==> src/fsc_params.svh <==
// constants of the command block
// assumes a 100 MHz clock; included by the top
`ifndef FSC_PARAMS_SVH
`define FSC_PARAMS_SVH

// ****************
// timing
// ****************
`define FSC_CLK_NS       10
`define FSC_TICK_NS      1000000
`define FSC_TICK_CYC     (`FSC_TICK_NS / `FSC_CLK_NS)
`define FSC_STEP_PW_NS   1000
`define FSC_STEP_PW_CYC  (`FSC_STEP_PW_NS / `FSC_CLK_NS)

// ****************
// register map (byte offsets)
// ****************
`define FSC_OFF_DATA     8'h00
`define FSC_OFF_MAIN     8'h04
`define FSC_OFF_CTRL     8'h08
`define FSC_OFF_STAT     8'h0C

// control fields, reset values
`define FSC_CTL_EXT      0
`define FSC_CTL_WILD     1
`define FSC_CTL_NDMA     2
`define FSC_CTL_SRST     3
`define FSC_CTL_SRT_LSB  8
`define FSC_CTL_MNT_LSB  16
`define FSC_SRT_RST      8'h08
`define FSC_MNT_RST      8'h04

// main status bits
`define FSC_MS_RQM       7
`define FSC_MS_DIO       6
`define FSC_MS_NDMA      5
`define FSC_MS_BUSY      4

// ****************
// command codes and lengths
// ****************
`define FSC_OP_SEEK      8'h0F
`define FSC_OP_SINT      8'h08
`define FSC_OP_SDRV      8'h04
`define FSC_OP_SCAN_EQ   5'h11
`define FSC_OP_SCAN_HE   5'h1D
`define FSC_OP_SCAN_LE   5'h19
`define FSC_LEN_SCAN     4'h9
`define FSC_LEN_SEEK     4'h3
`define FSC_LEN_SDRV     4'h2
`define FSC_LEN_ONE      4'h1
`define FSC_SEL_HEAD     2

// ****************
// status codes
// ****************
`define FSC_C_RDY        3'b110
`define FSC_C_SEEK_OK    3'b001
`define FSC_C_SEEK_BAD   3'b011
`define FSC_INVALID      8'h80
`define FSC_SR2_EQ       3
`define FSC_SR2_NOTMET   2

`endif

==> src/fsc_pkg.sv <==
// types of the command block
// assumes nothing else
package fsc_pkg;

    // engine phases, gray in the order idle-cmd-motor-scan-result
    typedef enum logic [2:0] {
        S_IDLE  = 3'b000,
        S_CMD   = 3'b001,
        S_MOTOR = 3'b011,
        S_SCAN  = 3'b010,
        S_RES   = 3'b110
    } fsc_state_t;

    // whole state of the block
    typedef struct packed {
        fsc_state_t         st;
        logic [8:0][7:0]    cb;
        logic [3:0]         ncb;
        logic [6:0][7:0]    res;
        logic [2:0]         nres;
        logic [2:0]         ridx;
        logic [1:0]         sint_src;
        logic [3:0][11:0]   ptr;
        logic [11:0]        tgt;
        logic [1:0]         sdrv;
        logic               shead;
        logic [3:0]         sbusy;
        logic               seek_ph;
        logic [7:0]         tcnt;
        logic [7:0]         mcnt;
        logic [7:0]         pw;
        logic [19:0]        tick;
        logic               step;
        logic               dir;
        logic               int_res;
        logic               seek_pend;
        logic [7:0]         seek_sr0;
        logic               rdy_pend;
        logic [7:0]         rdy_sr0;
        logic [3:0]         rdy1;
        logic [3:0]         rdy2;
        logic [3:0]         rdy3;
        logic [1:0]         wp;
        logic [1:0]         trk0;
        logic [2:0]         dstb;
        logic [2:0]         dsec;
        logic [2:0]         tcs;
        logic [7:0]         dd1;
        logic [7:0]         dd2;
        logic [7:0]         hb;
        logic               hbv;
        logic               eq;
        logic               lt;
        logic [7:0]         sec;
        logic               ext;
        logic               wild;
        logic               ndma;
        logic [7:0]         srt;
        logic [7:0]         mnt;
        logic               ap;
        logic               aw;
        logic [7:0]         aa;
        logic [31:0]        hrd;
        logic               hrdy;
        logic               hresp;
        logic               irq;
    } fsc_reg_t;

endpackage

==> src/fsc_top.sv <==
// scan, seek, drive-status and sense command engine with
// an AHB-Lite register port and floppy drive step/status pins
// assumes one 100 MHz clock; drive pins are asynchronous
//
// The AHB-Lite interface to the registers and the register offsets were chosen for this implementation.
`timescale 1ns/1ps
`include "fsc_params.svh"

// Summary of operation
// - opcode top flags, low five bits scan type
// - select byte: head bit2, drive bits1..0
// - scan nine bytes in, seven result bytes
// - seek compares target with track each step, sets direction
// - seek sets per-drive busy bit
// - motor-on delay before first step
// - after delay go idle, step in background
// - steps spaced at programmed step rate
// - interrupt one period after last step
// - fourth seek byte when extended range on
// - drive status returns one byte, no interrupt
// - sense returns sr0, track low, optional nibble
// - interrupt on scan result entry and non-DMA byte
// - ready change on polled drive interrupts
// - seek termination raises interrupt
// - result/transfer interrupt cleared by data access
// - ready/seek interrupt cleared by first sense byte
// - cause in sr0 bits 7..5
// - sense with nothing pending is invalid
// - scan sectors until met, last sector, or count
// - sr2 bit3 equal, bit2 not met
// - wildcard all-ones byte compares equal
// - codes 110 ready, 001 normal, 011 abnormal
module fsc_top #(
    parameter int TICK_CYC = `FSC_TICK_CYC
) (
    input  wire logic        sys_clk_i,
    input  wire logic        sys_rst_i,
    input  wire logic        hsel_i,
    input  wire logic [31:0] haddr_i,
    input  wire logic [1:0]  htrans_i,
    input  wire logic        hwrite_i,
    input  wire logic [2:0]  hsize_i,
    input  wire logic [31:0] hwdata_i,
    input  wire logic        hready_i,
    output logic      [31:0] hrdata_o,
    output logic             hreadyout_o,
    output logic             hresp_o,
    input  wire logic [3:0]  drv_ready_i,
    input  wire logic        drv_wprot_i,
    input  wire logic        drv_trk0_i,
    input  wire logic [7:0]  disk_data_i,
    input  wire logic        disk_strobe_i,
    input  wire logic        sector_end_i,
    input  wire logic        terminal_count_in_i,
    output logic             step_o,
    output logic             dir_o,
    output logic             head_select_o,
    output logic      [1:0]  drive_select_o,
    output logic             irq_o
);

    fsc_pkg::fsc_reg_t q;
    fsc_pkg::fsc_reg_t d;

    logic       wr_data;
    logic       rd_data;
    logic       tick_p;
    logic       go;
    logic       met;
    logic       res_ev;
    logic       req_ev;
    logic       seek_set;
    logic       rdy_set;
    logic       clr_seek;
    logic       clr_rdy;
    logic [7:0] wb;
    logic [7:0] op;
    logic [7:0] sel;
    logic [3:0] rdiff;
    logic [11:0] cur;

    // ****************
    // command length decode
    // ****************
    function automatic logic [3:0] cmd_len(input logic [7:0] o, input logic ext);
        logic [4:0] t;
        t = o[4:0];
        if (t == `FSC_OP_SCAN_EQ || t == `FSC_OP_SCAN_HE || t == `FSC_OP_SCAN_LE)
            cmd_len = `FSC_LEN_SCAN;
        else if (o == `FSC_OP_SEEK)
            cmd_len = `FSC_LEN_SEEK + {3'b000, ext};
        else if (o == `FSC_OP_SDRV)
            cmd_len = `FSC_LEN_SDRV;
        else
            cmd_len = `FSC_LEN_ONE;
    endfunction

    function automatic logic is_scan(input logic [7:0] o);
        is_scan = (o[4:0] == `FSC_OP_SCAN_EQ) || (o[4:0] == `FSC_OP_SCAN_HE)
                  || (o[4:0] == `FSC_OP_SCAN_LE);
    endfunction

    // ****************
    // next-state logic
    // ****************
    always_comb begin
        d        = q;
        wr_data  = 1'b0;
        rd_data  = 1'b0;
        go       = 1'b0;
        met      = 1'b0;
        res_ev   = 1'b0;
        req_ev   = 1'b0;
        seek_set = 1'b0;
        rdy_set  = 1'b0;
        clr_seek = 1'b0;
        clr_rdy  = 1'b0;
        wb       = hwdata_i[7:0];
        // two flops per pin, a third where edges are detected
        d.rdy1 = drv_ready_i;
        d.rdy2 = q.rdy1;
        d.rdy3 = q.rdy2;
        d.wp   = {q.wp[0], drv_wprot_i};
        d.trk0 = {q.trk0[0], drv_trk0_i};
        d.dstb = {q.dstb[1:0], disk_strobe_i};
        d.dsec = {q.dsec[1:0], sector_end_i};
        d.tcs  = {q.tcs[1:0], terminal_count_in_i};
        d.dd1  = disk_data_i;
        d.dd2  = q.dd1;
        rdiff  = q.rdy2 ^ q.rdy3;
        cur    = q.ptr[q.sdrv];

        // ms tick and step pulse width
        tick_p = (q.tick == 20'(TICK_CYC - 1));
        d.tick = tick_p ? 20'h0000_0 : q.tick + 20'h0000_1;
        d.pw   = (q.pw != 8'h00) ? q.pw - 8'h01 : 8'h00;

        // bus slave: one wait cycle per access
        d.hrdy  = 1'b1;
        d.hresp = 1'b0;
        if (q.ap) begin
            d.ap = 1'b0;
            if (q.aw) begin
                wr_data = (q.aa == `FSC_OFF_DATA);
                if (q.aa == `FSC_OFF_CTRL) begin
                    d.ext  = hwdata_i[`FSC_CTL_EXT];
                    d.wild = hwdata_i[`FSC_CTL_WILD];
                    d.ndma = hwdata_i[`FSC_CTL_NDMA];
                    d.srt  = hwdata_i[`FSC_CTL_SRT_LSB +: 8];
                    d.mnt  = hwdata_i[`FSC_CTL_MNT_LSB +: 8];
                end
            end else begin
                rd_data = (q.aa == `FSC_OFF_DATA) && (q.st == fsc_pkg::S_RES);
                unique case (q.aa)
                    `FSC_OFF_DATA: d.hrd = rd_data ? {24'h0000_00, q.res[q.ridx]} : 32'h0000_0000;
                    `FSC_OFF_MAIN: begin
                        d.hrd = 32'h0000_0000;
                        d.hrd[`FSC_MS_RQM]  = (q.st != fsc_pkg::S_MOTOR && q.st != fsc_pkg::S_SCAN)
                                              || (q.st == fsc_pkg::S_SCAN && q.ndma && !q.hbv);
                        d.hrd[`FSC_MS_DIO]  = (q.st == fsc_pkg::S_RES);
                        d.hrd[`FSC_MS_NDMA] = (q.st == fsc_pkg::S_SCAN) && q.ndma;
                        d.hrd[`FSC_MS_BUSY] = (q.st != fsc_pkg::S_IDLE);
                        d.hrd[3:0]          = q.sbusy;
                    end
                    `FSC_OFF_CTRL: d.hrd = {8'h00, q.mnt, q.srt, 5'h00, q.ndma, q.wild, q.ext};
                    `FSC_OFF_STAT: d.hrd = {13'h0000, q.st, q.seek_ph, q.rdy_pend, q.seek_pend,
                                            q.int_res, cur};
                    default:       d.hrd = 32'h0000_0000;
                endcase
            end
        end
        if (hsel_i && htrans_i[1] && hready_i) begin
            d.ap   = 1'b1;
            d.aw   = hwrite_i;
            d.aa   = haddr_i[7:0];
            d.hrdy = 1'b0;
        end

        // command bytes collect, host scan bytes land
        if (wr_data) begin
            unique case (q.st)
                fsc_pkg::S_IDLE: begin
                    d.cb[0] = wb;
                    d.ncb   = 4'h1;
                    d.st    = fsc_pkg::S_CMD;
                    go      = (cmd_len(wb, q.ext) == `FSC_LEN_ONE);
                end
                fsc_pkg::S_CMD: begin
                    d.cb[q.ncb] = wb;
                    d.ncb       = q.ncb + 4'h1;
                    go          = (q.ncb + 4'h1 == cmd_len(q.cb[0], q.ext));
                end
                fsc_pkg::S_SCAN: begin
                    d.hb  = wb;
                    d.hbv = 1'b1;
                end
                default: ;
            endcase
        end
        op  = d.cb[0];
        sel = d.cb[1];

        // dispatch of a complete command
        if (go) begin
            d.ncb  = 4'h0;
            d.ridx = 3'h0;
            d.sint_src = 2'h0;
            d.st   = fsc_pkg::S_RES;
            if (is_scan(op)) begin
                d.sdrv  = sel[1:0];
                d.shead = sel[`FSC_SEL_HEAD];
                d.sec   = d.cb[4];
                d.eq    = 1'b1;
                d.lt    = 1'b0;
                d.hbv   = 1'b0;
                req_ev  = q.ndma;
                d.st    = fsc_pkg::S_SCAN;
            end else if (op == `FSC_OP_SEEK) begin
                d.sdrv  = sel[1:0];
                d.shead = sel[`FSC_SEL_HEAD];
                d.tgt   = q.ext ? {d.cb[3][7:4], d.cb[2]} : {4'h0, d.cb[2]};
                d.sbusy[sel[1:0]] = 1'b1;
                d.mcnt  = q.mnt;
                d.st    = fsc_pkg::S_MOTOR;
            end else if (op == `FSC_OP_SDRV) begin
                // one byte of drive status, no interrupt
                d.res[0] = {1'b0, q.wp[1], q.rdy2[sel[1:0]], q.trk0[1], 1'b1,
                            sel[`FSC_SEL_HEAD], sel[1:0]};
                d.nres   = 3'h1;
            end else if (op == `FSC_OP_SINT && (q.seek_pend || q.rdy_pend)) begin
                d.sint_src = q.seek_pend ? 2'h1 : 2'h2;
                d.res[0]   = q.seek_pend ? q.seek_sr0 : q.rdy_sr0;
                d.res[1]   = q.ptr[d.res[0][1:0]][7:0];
                d.res[2]   = {q.ptr[d.res[0][1:0]][11:8], 4'h0};
                d.nres     = q.ext ? 3'h3 : 3'h2;
            end else begin
                // unknown opcode, or sense with nothing pending
                d.res[0] = `FSC_INVALID;
                d.nres   = 3'h1;
            end
        end

        // result drain; first sense byte clears cause
        if (rd_data) begin
            d.ridx   = q.ridx + 3'h1;
            clr_seek = (q.ridx == 3'h0) && (q.sint_src == 2'h1);
            clr_rdy  = (q.ridx == 3'h0) && (q.sint_src == 2'h2);
            if (q.ridx + 3'h1 == q.nres) begin
                d.st   = fsc_pkg::S_IDLE;
                d.ridx = 3'h0;
            end
        end

        // simulated motor-on wait, then back to idle
        if (q.st == fsc_pkg::S_MOTOR && tick_p) begin
            if (q.mcnt == 8'h00) begin
                d.st      = fsc_pkg::S_IDLE;
                d.seek_ph = 1'b1;
                d.tcnt    = 8'h00;
            end else begin
                d.mcnt = q.mcnt - 8'h01;
            end
        end

        // scan: first differing byte decides
        if (q.st == fsc_pkg::S_SCAN) begin
            if (q.dstb[1] && !q.dstb[2] && q.hbv) begin
                d.hbv  = 1'b0;
                req_ev = q.ndma;
                if (!(q.wild && (q.dd2 == 8'hFF || q.hb == 8'hFF))
                    && q.eq && q.dd2 != q.hb) begin
                    d.eq = 1'b0;
                    d.lt = (q.dd2 < q.hb);
                end
            end
            if ((q.dsec[1] && !q.dsec[2]) || (q.tcs[1] && !q.tcs[2])) begin
                unique case (q.cb[0][4:0])
                    `FSC_OP_SCAN_HE: met = !q.lt;
                    `FSC_OP_SCAN_LE: met = q.eq || q.lt;
                    default:         met = q.eq;
                endcase
                // stop on met, last sector, or terminal count
                if (met || (q.tcs[1] && !q.tcs[2]) || q.sec == q.cb[6]) begin
                    d.res[0] = {5'h00, q.shead, q.sdrv};
                    d.res[1] = 8'h00;
                    d.res[2] = 8'h00;
                    d.res[2][`FSC_SR2_EQ]     = met && q.eq;
                    d.res[2][`FSC_SR2_NOTMET] = !met;
                    d.res[3] = q.cb[2];
                    d.res[4] = q.cb[3];
                    d.res[5] = q.sec;
                    d.res[6] = q.cb[5];
                    d.nres   = 3'h7;
                    d.ridx   = 3'h0;
                    d.st     = fsc_pkg::S_RES;
                    res_ev   = 1'b1;
                end else begin
                    d.sec = q.sec + q.cb[8];
                    d.eq  = 1'b1;
                    d.lt  = 1'b0;
                end
            end
        end

        // background stepper while idle; dir moves only with a new step
        if (q.seek_ph && tick_p) begin
            if (q.tcnt != 8'h00) begin
                d.tcnt = q.tcnt - 8'h01;
            end else if (cur != q.tgt) begin
                d.pw   = 8'(`FSC_STEP_PW_CYC);
                d.dir  = (q.tgt > cur);
                d.ptr[q.sdrv] = (q.tgt > cur) ? cur + 12'h001 : cur - 12'h001;
                d.tcnt = q.srt;
            end else begin
                // a step period after the last pulse
                d.seek_ph = 1'b0;
                d.sbusy[q.sdrv] = 1'b0;
                d.seek_sr0 = {q.rdy2[q.sdrv] ? `FSC_C_SEEK_OK : `FSC_C_SEEK_BAD,
                              2'b00, q.shead, q.sdrv};
                seek_set = 1'b1;
            end
        end
        d.step = (d.pw != 8'h00);

        // ready polling, armed from reset onward
        if (rdiff != 4'h0) begin
            rdy_set   = 1'b1;
            d.rdy_sr0 = {`FSC_C_RDY, 5'h00};
            for (int i = 3; i >= 0; i--) begin
                if (rdiff[i]) begin
                    d.rdy_sr0[1:0] = 2'(i);
                end
            end
        end

        // sticky causes: set beats clear
        if (rd_data || wr_data) begin
            d.int_res = 1'b0;
        end
        if (res_ev || req_ev) begin
            d.int_res = 1'b1;
        end
        if (clr_seek) begin
            d.seek_pend = 1'b0;
        end
        if (seek_set) begin
            d.seek_pend = 1'b1;
        end
        if (clr_rdy) begin
            d.rdy_pend = 1'b0;
        end
        if (rdy_set) begin
            d.rdy_pend = 1'b1;
        end

        // soft reset clears the engine, keeps settings
        if (q.ap && q.aw && q.aa == `FSC_OFF_CTRL && hwdata_i[`FSC_CTL_SRST]) begin
            d.st        = fsc_pkg::S_IDLE;
            d.ncb       = 4'h0;
            d.seek_ph   = 1'b0;
            d.sbusy     = 4'h0;
            d.int_res   = 1'b0;
            d.seek_pend = 1'b0;
            d.rdy_pend  = 1'b0;
        end
        d.irq = d.int_res || d.seek_pend || d.rdy_pend;
    end

    // ****************
    // state register
    // ****************
    always_ff @(posedge sys_clk_i) begin
        if (sys_rst_i) begin
            q      <= '0;
            q.hrdy <= 1'b1;
            q.srt  <= `FSC_SRT_RST;
            q.mnt  <= `FSC_MNT_RST;
        end else begin
            q <= d;
        end
    end

    // outputs straight from flops
    assign hrdata_o       = q.hrd;
    assign hreadyout_o    = q.hrdy;
    assign hresp_o        = q.hresp;
    assign step_o         = q.step;
    assign dir_o          = q.dir;
    assign head_select_o  = q.shead;
    assign drive_select_o = q.sdrv;
    assign irq_o          = q.irq;

endmodule

==> config.mk <==
export PLATFORM = sky130hd
export DESIGN_NAME = fsc_top
export DESIGN_NICKNAME = d
export VERILOG_FILES = /design/src/fsc_pkg.sv /design/src/fsc_top.sv
export VERILOG_INCLUDE_DIRS = /design/src /design/src/src
export SDC_FILE = /design/constraint.sdc
export NUM_CORES = 1
export LEC_CHECK = 0
export BUFFER_PORTS_ARGS = -buffer_cell sky130_fd_sc_hd__buf_4
export CORE_AREA = 2 2 204 206
export CTS_BUF_LIST = sky130_fd_sc_hd__clkbuf_8 sky130_fd_sc_hd__clkbuf_16
export DETAILED_ROUTE_END_ITERATION = 7
export DIE_AREA = 0 0 206 208
export GPL_ROUTABILITY_DRIVEN = 0
export PLACE_DENSITY = 0.72
export SYNTH_ARGS = -nofsm -noshare
export SYNTH_HDL_FRONTEND = slang
export SYNTH_SLANG_ARGS = --single-unit
==> constraint.sdc <==
create_clock -name sys_clk_i -period 12.35 [get_ports sys_clk_i]
set_clock_uncertainty 0.05 [all_clocks]
set_input_delay 2.47 -clock sys_clk_i [delete_from_list [all_inputs] [get_ports sys_clk_i]]
set_output_delay 2.47 -clock sys_clk_i [all_outputs]
set_load 0.005 [all_outputs]
* Yosys cells after proc, flatten, opt, wreduce, memory -nomap -nowiden *
Index checks and enable logic that the tools add are counted.

cells by class
  muxes and demuxes = 132
  reductions and logical operators = 73
  add/subtract/negate cells = 10
  equal/unequal tests = 36
  bitwise logic cells = 8
  order comparisons = 10

operators with widths
  kind                                                  number
  2-to-1 mux 8 bit                                      14
  one-hot mux 24 bit (4 select lines)                   1
  2-to-1 mux 30 bit                                     3
  2-to-1 mux 79 bit                                     1
  bitwise mux 72 bit                                    1
  2-to-1 mux 64 bit                                     1
  2-to-1 mux 12 bit                                     5
  2-to-1 mux 11 bit                                     5
  2-to-1 mux 27 bit                                     2
  binary-select mux 12 bit (select 2 bit)               2
  bitwise mux 48 bit                                    1
  equality test 8 x 4 -> 1 bit (second input constant)  6
  equality test 5 bit (second input constant)           9
  2-to-1 mux 3 bit                                      15
  2-to-1 mux 4 bit                                      10
  2-to-1 mux 1 bit                                      35
  demux 8 bit (select 4 bit)                            1
  equality test 8 x 3 -> 1 bit (second input constant)  4
  2-to-1 mux 16 bit                                     2
  2-to-1 mux 32 bit                                     1
  2-to-1 mux 10 bit                                     3
  2-to-1 mux 2 bit                                      14
  logical AND 1 bit                                     25
  binary-select mux 8 bit (select 3 bit)                1
  56 further kinds                                      107

storage, ports and cells
  word-level logic and storage cells = 339
  register bits after elaboration = 392
  input bits = 91
  output and inout port bits = 40

* Logic depth before layout (Yosys ltp) *
  depth after elaboration = 19
  depth in mapped cells = 19
  gate-level depth less buffers = 18

* Worst setup path after synthesis *
Ideal clock, no wire load.

  path kind = reg2reg
  start point = reg q, in the netlist drive_select_o[0]
  end point = reg q[231] in the netlist's numbering
  path slack = 7.421 ns
  stages on the path, launching flop included = 19
  period minus slack after synthesis = 4.929 ns
  data arrival time = 4.792 ns
  library setup time = 0.087 ns
  cells stage by stage = dfxtp_1 clkbuf_1 buf_2 mux4_2 inv_1 ha_1 nand4_1 or2_2 a211o_1 nand2_1 nand2_1 fa_1 a21o_1 a21oi_1 o21bai_1 a2111o_1 a2111oi_0 nor3b_1 o31ai_1

on the way
  word-level cells in the longest chain between the ends = 5

RTL lines
  item                                                                          line                            RTL
  start: declaration                                                            fsc_top.sv:62                   fsc_pkg::fsc_reg_t q;
  binary-select mux 12 bit (select 2 bit) (tied with other cells)               fsc_top.sv:131                  cur = q.ptr[q.sdrv];
  2-to-1 mux 12 bit (implied by the code) or logical AND 1 bit (tied branches)  fsc_top.sv:131, fsc_top.sv:312
  subtractor 12 x 1 -> 12 bit (tied with other cells)                           fsc_top.sv:312                  d.ptr[q.sdrv] = (q.tgt > cur) ? cur + 12'h001 : cur - 12'h001;
  2-to-1 mux 12 bit or demux 12 bit (select 2 bit) (tied branches)              fsc_top.sv:312
  bitwise mux 48 bit                                                            fsc_top.sv:312

Parallel ways exist; a longest one is shown, timed or not. The select of a mux whose other input is x is not followed.
A chain may end at the register's enable or synchronous reset.

* Worst setup path after layout *
  start point = reg q, in the netlist drive_select_o[0]
  end point = reg q[256] in the netlist's numbering

Same word-level chain as after synthesis.

==> results_tabular.tex <==
\begin{tabular}{lr}
\hline
Metric & Value \\
\hline
\multicolumn{2}{l}{\textbf{Power and ir drop}} \\
Switching power & 589 µW \\
Leakage power & between 8 and 9 nW \\
Reg power frac & 48.4\% \\
Internal Power & $\sim$2 mW \\
Fraction of power spent switching nets & 23.1\% \\
Clock network fraction of total power & a little under half \\
Power share of the combinational group & 6.1\% \\
Peak ir drop on the vdd network & 0.000100 V \\
Post-layout total power & $\sim$2.5 mW \\
Power density relative to cell area & 127 mW/mm² \\
\multicolumn{2}{l}{\textbf{Layout}} \\
P\&R area growth vs syn & 10.7\% \\
Commonest cells after routing, fill and taps aside & 370 x sky130\_fd\_sc\_hd\_\_dfxtp\_1, 243 x sky130\_fd\_sc\_hd\_\_nand2\_1, 222 x sky130\_fd\_sc\_hd\_\_nor2\_1, 129 x sky130\_fd\_sc\_hd\_\_a21oi\_1, 118 x sky130\_fd\_sc\_hd\_\_mux2i\_1 \\
Fraction of final layout cells with drive strength greater than 1 & about an eighth \\
Fin area & 0.0200 mm² \\
Total number of nets in the final design & 2142 \\
N\_diodes & 0 \\
Most common cell after layout, fill and taps aside & sky130\_fd\_sc\_hd\_\_dfxtp\_1 \\
\multicolumn{2}{l}{\textbf{Routing}} \\
Antenna-violating nets left & 0 \\
Final routed wire length divided by cell count & 19.1 µm \\
Mean number of vias per cell & 5.78 \\
Total wire length after detailed routing & 48.8 mm \\
Vias post-DR & 14.8k \\
First-pass iteration count of the detailed router & 6 \\
Drt first-iter violations & 1315 \\
Remaining routing DRC violations & 0 \\
\multicolumn{2}{l}{\textbf{Die}} \\
Number of placement rows & 74 \\
Core Box Area & 0.0406 mm² \\
I/O pins & 131 \\
Overall die area & 0.0428 mm² \\
Die extent in y & between 200 and 250 µm \\
X dimension of the die & $\sim$200 µm \\
Effective utilization at floorplan & 44.5\% \\
\multicolumn{2}{l}{\textbf{Synth}} \\
Proportion of netlist area held by the largest area contributor & roughly 40\% \\
Cell type with the largest total area after synthesis & sky130\_fd\_sc\_hd\_\_dfxtp\_1 \\
Leading register cell type out of synthesis & sky130\_fd\_sc\_hd\_\_dfxtp\_1 \\
Post-synth EDFFs & 0 \\
Async set or reset register ratio after synthesis & 0\% \\
Distinct cells, synth & 101 \\
Count of mapped cells out of synthesis & 2005 \\
Share of the yosys chip area belonging to registers & 41.0\% \\
Number of storage elements in the synthesis netlist & 370 \\
Mean area per synthesized cell & 9.01 µm² \\
Main area contributors after synthesis & sky130\_fd\_sc\_hd\_\_dfxtp\_1 41\%, sky130\_fd\_sc\_hd\_\_mux2i\_1 6.6\%, sky130\_fd\_sc\_hd\_\_nand2\_1 5.0\% \\
Yosys warning count & 0 \\
Netlist area before placement & 0.0181 mm² \\
\multicolumn{2}{l}{\textbf{STA}} \\
Unrepaired setup endpoints after global routing & no \\
Highest Clock Rate & 181 MHz \\
Final worst path period need & $\sim$5500 ps \\
Number of setup violations in the final report & 0 \\
Post-route fraction of the period consumed by the critical path & 44.7\% \\
Slew @ Worst Pin & 1170 ps \\
Hold violation count in the final report & 0 \\
Aggregate negative setup slack & 0 ps \\
Relative slew slack & between 20\% and 30\% \\
Count of pins over their slew limit & 0 \\
\multicolumn{2}{l}{\textbf{Clock network}} \\
H-tree lvl count & 2 \\
Number of resized instances in the post-cts repair step & 0 \\
Root Buffer & sky130\_fd\_sc\_hd\_\_clkbuf\_16 \\
TritonCTS clock tree & yes \\
Sink Count & 370 \\
CTS Buffer Depth & 3 \\
Number of buffers inserted during clock tree synthesis & 39 \\
Clock network latency to the later pin of the worst-skew pair & 540 ps \\
Hold-fix buffers at CTS & 0 \\
Post CTS Setup Buffer Count & 0 \\
Clock transition at the registers of the reported paths & 60 ps \\
\multicolumn{2}{l}{\textbf{Worst setup path}} \\
Category of the worst setup path launch point & register \\
CP Max Fanout & 22 \\
Type of destination of the critical path & register \\
Class of the most critical setup path & register to register \\
Required @ worst endpoint & about 13000 ps \\
Data arrival time at the worst-slack endpoint & 5900 ps \\
\multicolumn{2}{l}{\textbf{Global routing}} \\
Maximum number of pins on one net before global-route repair & 110 \\
Number of antenna violations at the first check in global routing & 0 \\
Vias in the first global route & $\sim$14k \\
Global router's overall resource usage & $\sim$22\% \\
First-pass GRT wire length & roughly 77 mm \\
Total gr overflow & 0 \\
\multicolumn{2}{l}{\textbf{Placement}} \\
Half-perimeter wire length after detailed placement & 33.9 mm \\
Number of buffer cells added on primary ports & between 80 and 90 \\
Post-Place Cell Area & 0.0188 mm² \\
\multicolumn{2}{l}{\textbf{Flow run}} \\
Maxcap violations & 0 \\
\multicolumn{2}{l}{\textbf{Worst hold path}} \\
Worst min path class & register to register \\
\multicolumn{2}{l}{\textbf{Run status}} \\
Run status & completed \\
\hline
\end{tabular}
## final cells by class
type                            instances  area, µm²
Tap cell                              532        666
Multi-Input combinational cell       1434       9710
Clock inverter                         19        134
Timing Repair Buffer                  100        757
Inverter                               56        210
Sequential cell                       370       7410
Fill cell                            3796      20500
Clock buffer                           48       1120
## cell families (layout without fill, tap and decap cells)
family                   after synthesis  in the layout  share of synthesized area [%]
AND/OR/NAND/NOR                      792            792                           22.1
AO/OA/AOI/OAI                        367            367                           13.8
adder cells (fa/ha/maj)               50             50                           3.55
XOR/XNOR                              53             53                           2.57
buffers and inverters                209            223                           5.61
flip-flops                           370            370                           41.0
other                                  1              9                         0.0208
multiplexers                         163            163                           11.3
## path summary, 6_finish.rpt
kind | startpoint | endpoint | slack, ps | cells past startpoint
worst max-delay path | drive_select_o[0]$_SDFFE_PP0P_ | q[256]$_SDFFE_PP0P_ | 6830 | 16
worst min-delay path | d[103]$_SDFF_PP0_ | d[104]$_SDFF_PP0_ | 390 | 1
worst max register to register | drive_select_o[0]$_SDFFE_PP0P_ | q[256]$_SDFFE_PP0P_ | 6830 | 16
worst min register to register | d[103]$_SDFF_PP0_ | d[104]$_SDFF_PP0_ | 390 | 1
## metrics by stage
stage	setup slack (ps)	util (%)	hold slack, ps	std cells
floorplan	7420	-	364	2013
global placement	7080	46.2	375	2492
detailed placement	7010	46.2	375	2492
CTS	6960	49.3	388	2559
global route	6500	49.3	397	2559
finish	6830	49.3	386	2559
## metal layers
layer | track usage [%] | vias up | wire length, µm
li1 | - | 7046 | -
met2 | 37.7 | 492 | 23400
met4 | 8.74 | 0 | 1890
met5 | 0 | - | 0
met1 | 28.9 | 7128 | 20700
met3 | 3.09 | 129 | 2750
## flip-flops by register name (all words and copies together) (netlist names)
| signal | flops |
|---|---|
| d | 24 |
| dir_o | 1 |
| drive_select_o | 2 |
| head_select_o | 1 |
| step_o | 1 |
| hrdata_o | 24 |
| hreadyout_o | 1 |
| irq_o | 1 |
| q | 315 |
## synth_stat cells, types with 6 or more instances
| master | count |
|---|---|
| sky130_fd_sc_hd__a211oi_1 | 19 |
| sky130_fd_sc_hd__a21o_1 | 8 |
| sky130_fd_sc_hd__a21oi_1 | 129 |
| sky130_fd_sc_hd__a21oi_2 | 10 |
| sky130_fd_sc_hd__a22o_1 | 11 |
| sky130_fd_sc_hd__a22oi_1 | 19 |
| sky130_fd_sc_hd__a31oi_1 | 10 |
| sky130_fd_sc_hd__a41oi_1 | 7 |
| sky130_fd_sc_hd__and2_1 | 13 |
| sky130_fd_sc_hd__and3_1 | 17 |
| sky130_fd_sc_hd__buf_1 | 7 |
| sky130_fd_sc_hd__buf_2 | 27 |
| sky130_fd_sc_hd__buf_4 | 38 |
| sky130_fd_sc_hd__buf_6 | 7 |
| sky130_fd_sc_hd__clkbuf_1 | 74 |
| sky130_fd_sc_hd__dfxtp_1 | 370 |
| sky130_fd_sc_hd__ha_1 | 48 |
| sky130_fd_sc_hd__inv_1 | 54 |
| sky130_fd_sc_hd__mux2_2 | 11 |
| sky130_fd_sc_hd__mux2i_1 | 120 |
| sky130_fd_sc_hd__mux4_2 | 31 |
| sky130_fd_sc_hd__nand2_1 | 243 |
| sky130_fd_sc_hd__nand2b_1 | 13 |
| sky130_fd_sc_hd__nand3_1 | 51 |
| sky130_fd_sc_hd__nand3b_1 | 9 |
| sky130_fd_sc_hd__nand4_1 | 29 |
| sky130_fd_sc_hd__nor2_1 | 222 |
| sky130_fd_sc_hd__nor2b_1 | 58 |
| sky130_fd_sc_hd__nor3_1 | 35 |
| sky130_fd_sc_hd__nor3b_1 | 6 |
| sky130_fd_sc_hd__nor4_1 | 18 |
| sky130_fd_sc_hd__o211ai_1 | 7 |
| sky130_fd_sc_hd__o21a_1 | 12 |
| sky130_fd_sc_hd__o21ai_0 | 46 |
| sky130_fd_sc_hd__o221ai_1 | 9 |
| sky130_fd_sc_hd__o22a_1 | 12 |
| sky130_fd_sc_hd__o31ai_1 | 8 |
| sky130_fd_sc_hd__o32ai_1 | 6 |
| sky130_fd_sc_hd__or3_1 | 12 |
| sky130_fd_sc_hd__or4_1 | 8 |
| sky130_fd_sc_hd__xnor2_1 | 31 |
| sky130_fd_sc_hd__xor2_1 | 22 |
## power groups by stage
stage / combinational, mW / sequential, mW / clock (mW)
floorplan: 0.110 / 1.25 / 0
global placement: 0.152 / 1.26 / 0
detailed placement: 0.155 / 1.26 / 0
CTS: 0.157 / 1.23 / 1.17
global route: 0.173 / 1.23 / 1.22
finish: 0.156 / 1.23 / 1.16
## critical path: stages (launching register included)
cell	delay, ps
sky130_fd_sc_hd__dfxtp_1	310
sky130_fd_sc_hd__buf_4	350
sky130_fd_sc_hd__mux4_2	630
sky130_fd_sc_hd__inv_1	90
sky130_fd_sc_hd__ha_1	250
sky130_fd_sc_hd__a2111oi_0	670
sky130_fd_sc_hd__a211o_1	240
sky130_fd_sc_hd__nand2_1	60
sky130_fd_sc_hd__nand2_1	410
sky130_fd_sc_hd__ha_1	380
sky130_fd_sc_hd__and3b_1	200
sky130_fd_sc_hd__a211oi_1	380
sky130_fd_sc_hd__a211oi_1	200
sky130_fd_sc_hd__o31ai_1	390
sky130_fd_sc_hd__a211o_1	330
sky130_fd_sc_hd__a2111oi_0	100
sky130_fd_sc_hd__a311o_1	360
Power figures use the tool's default switching activity.
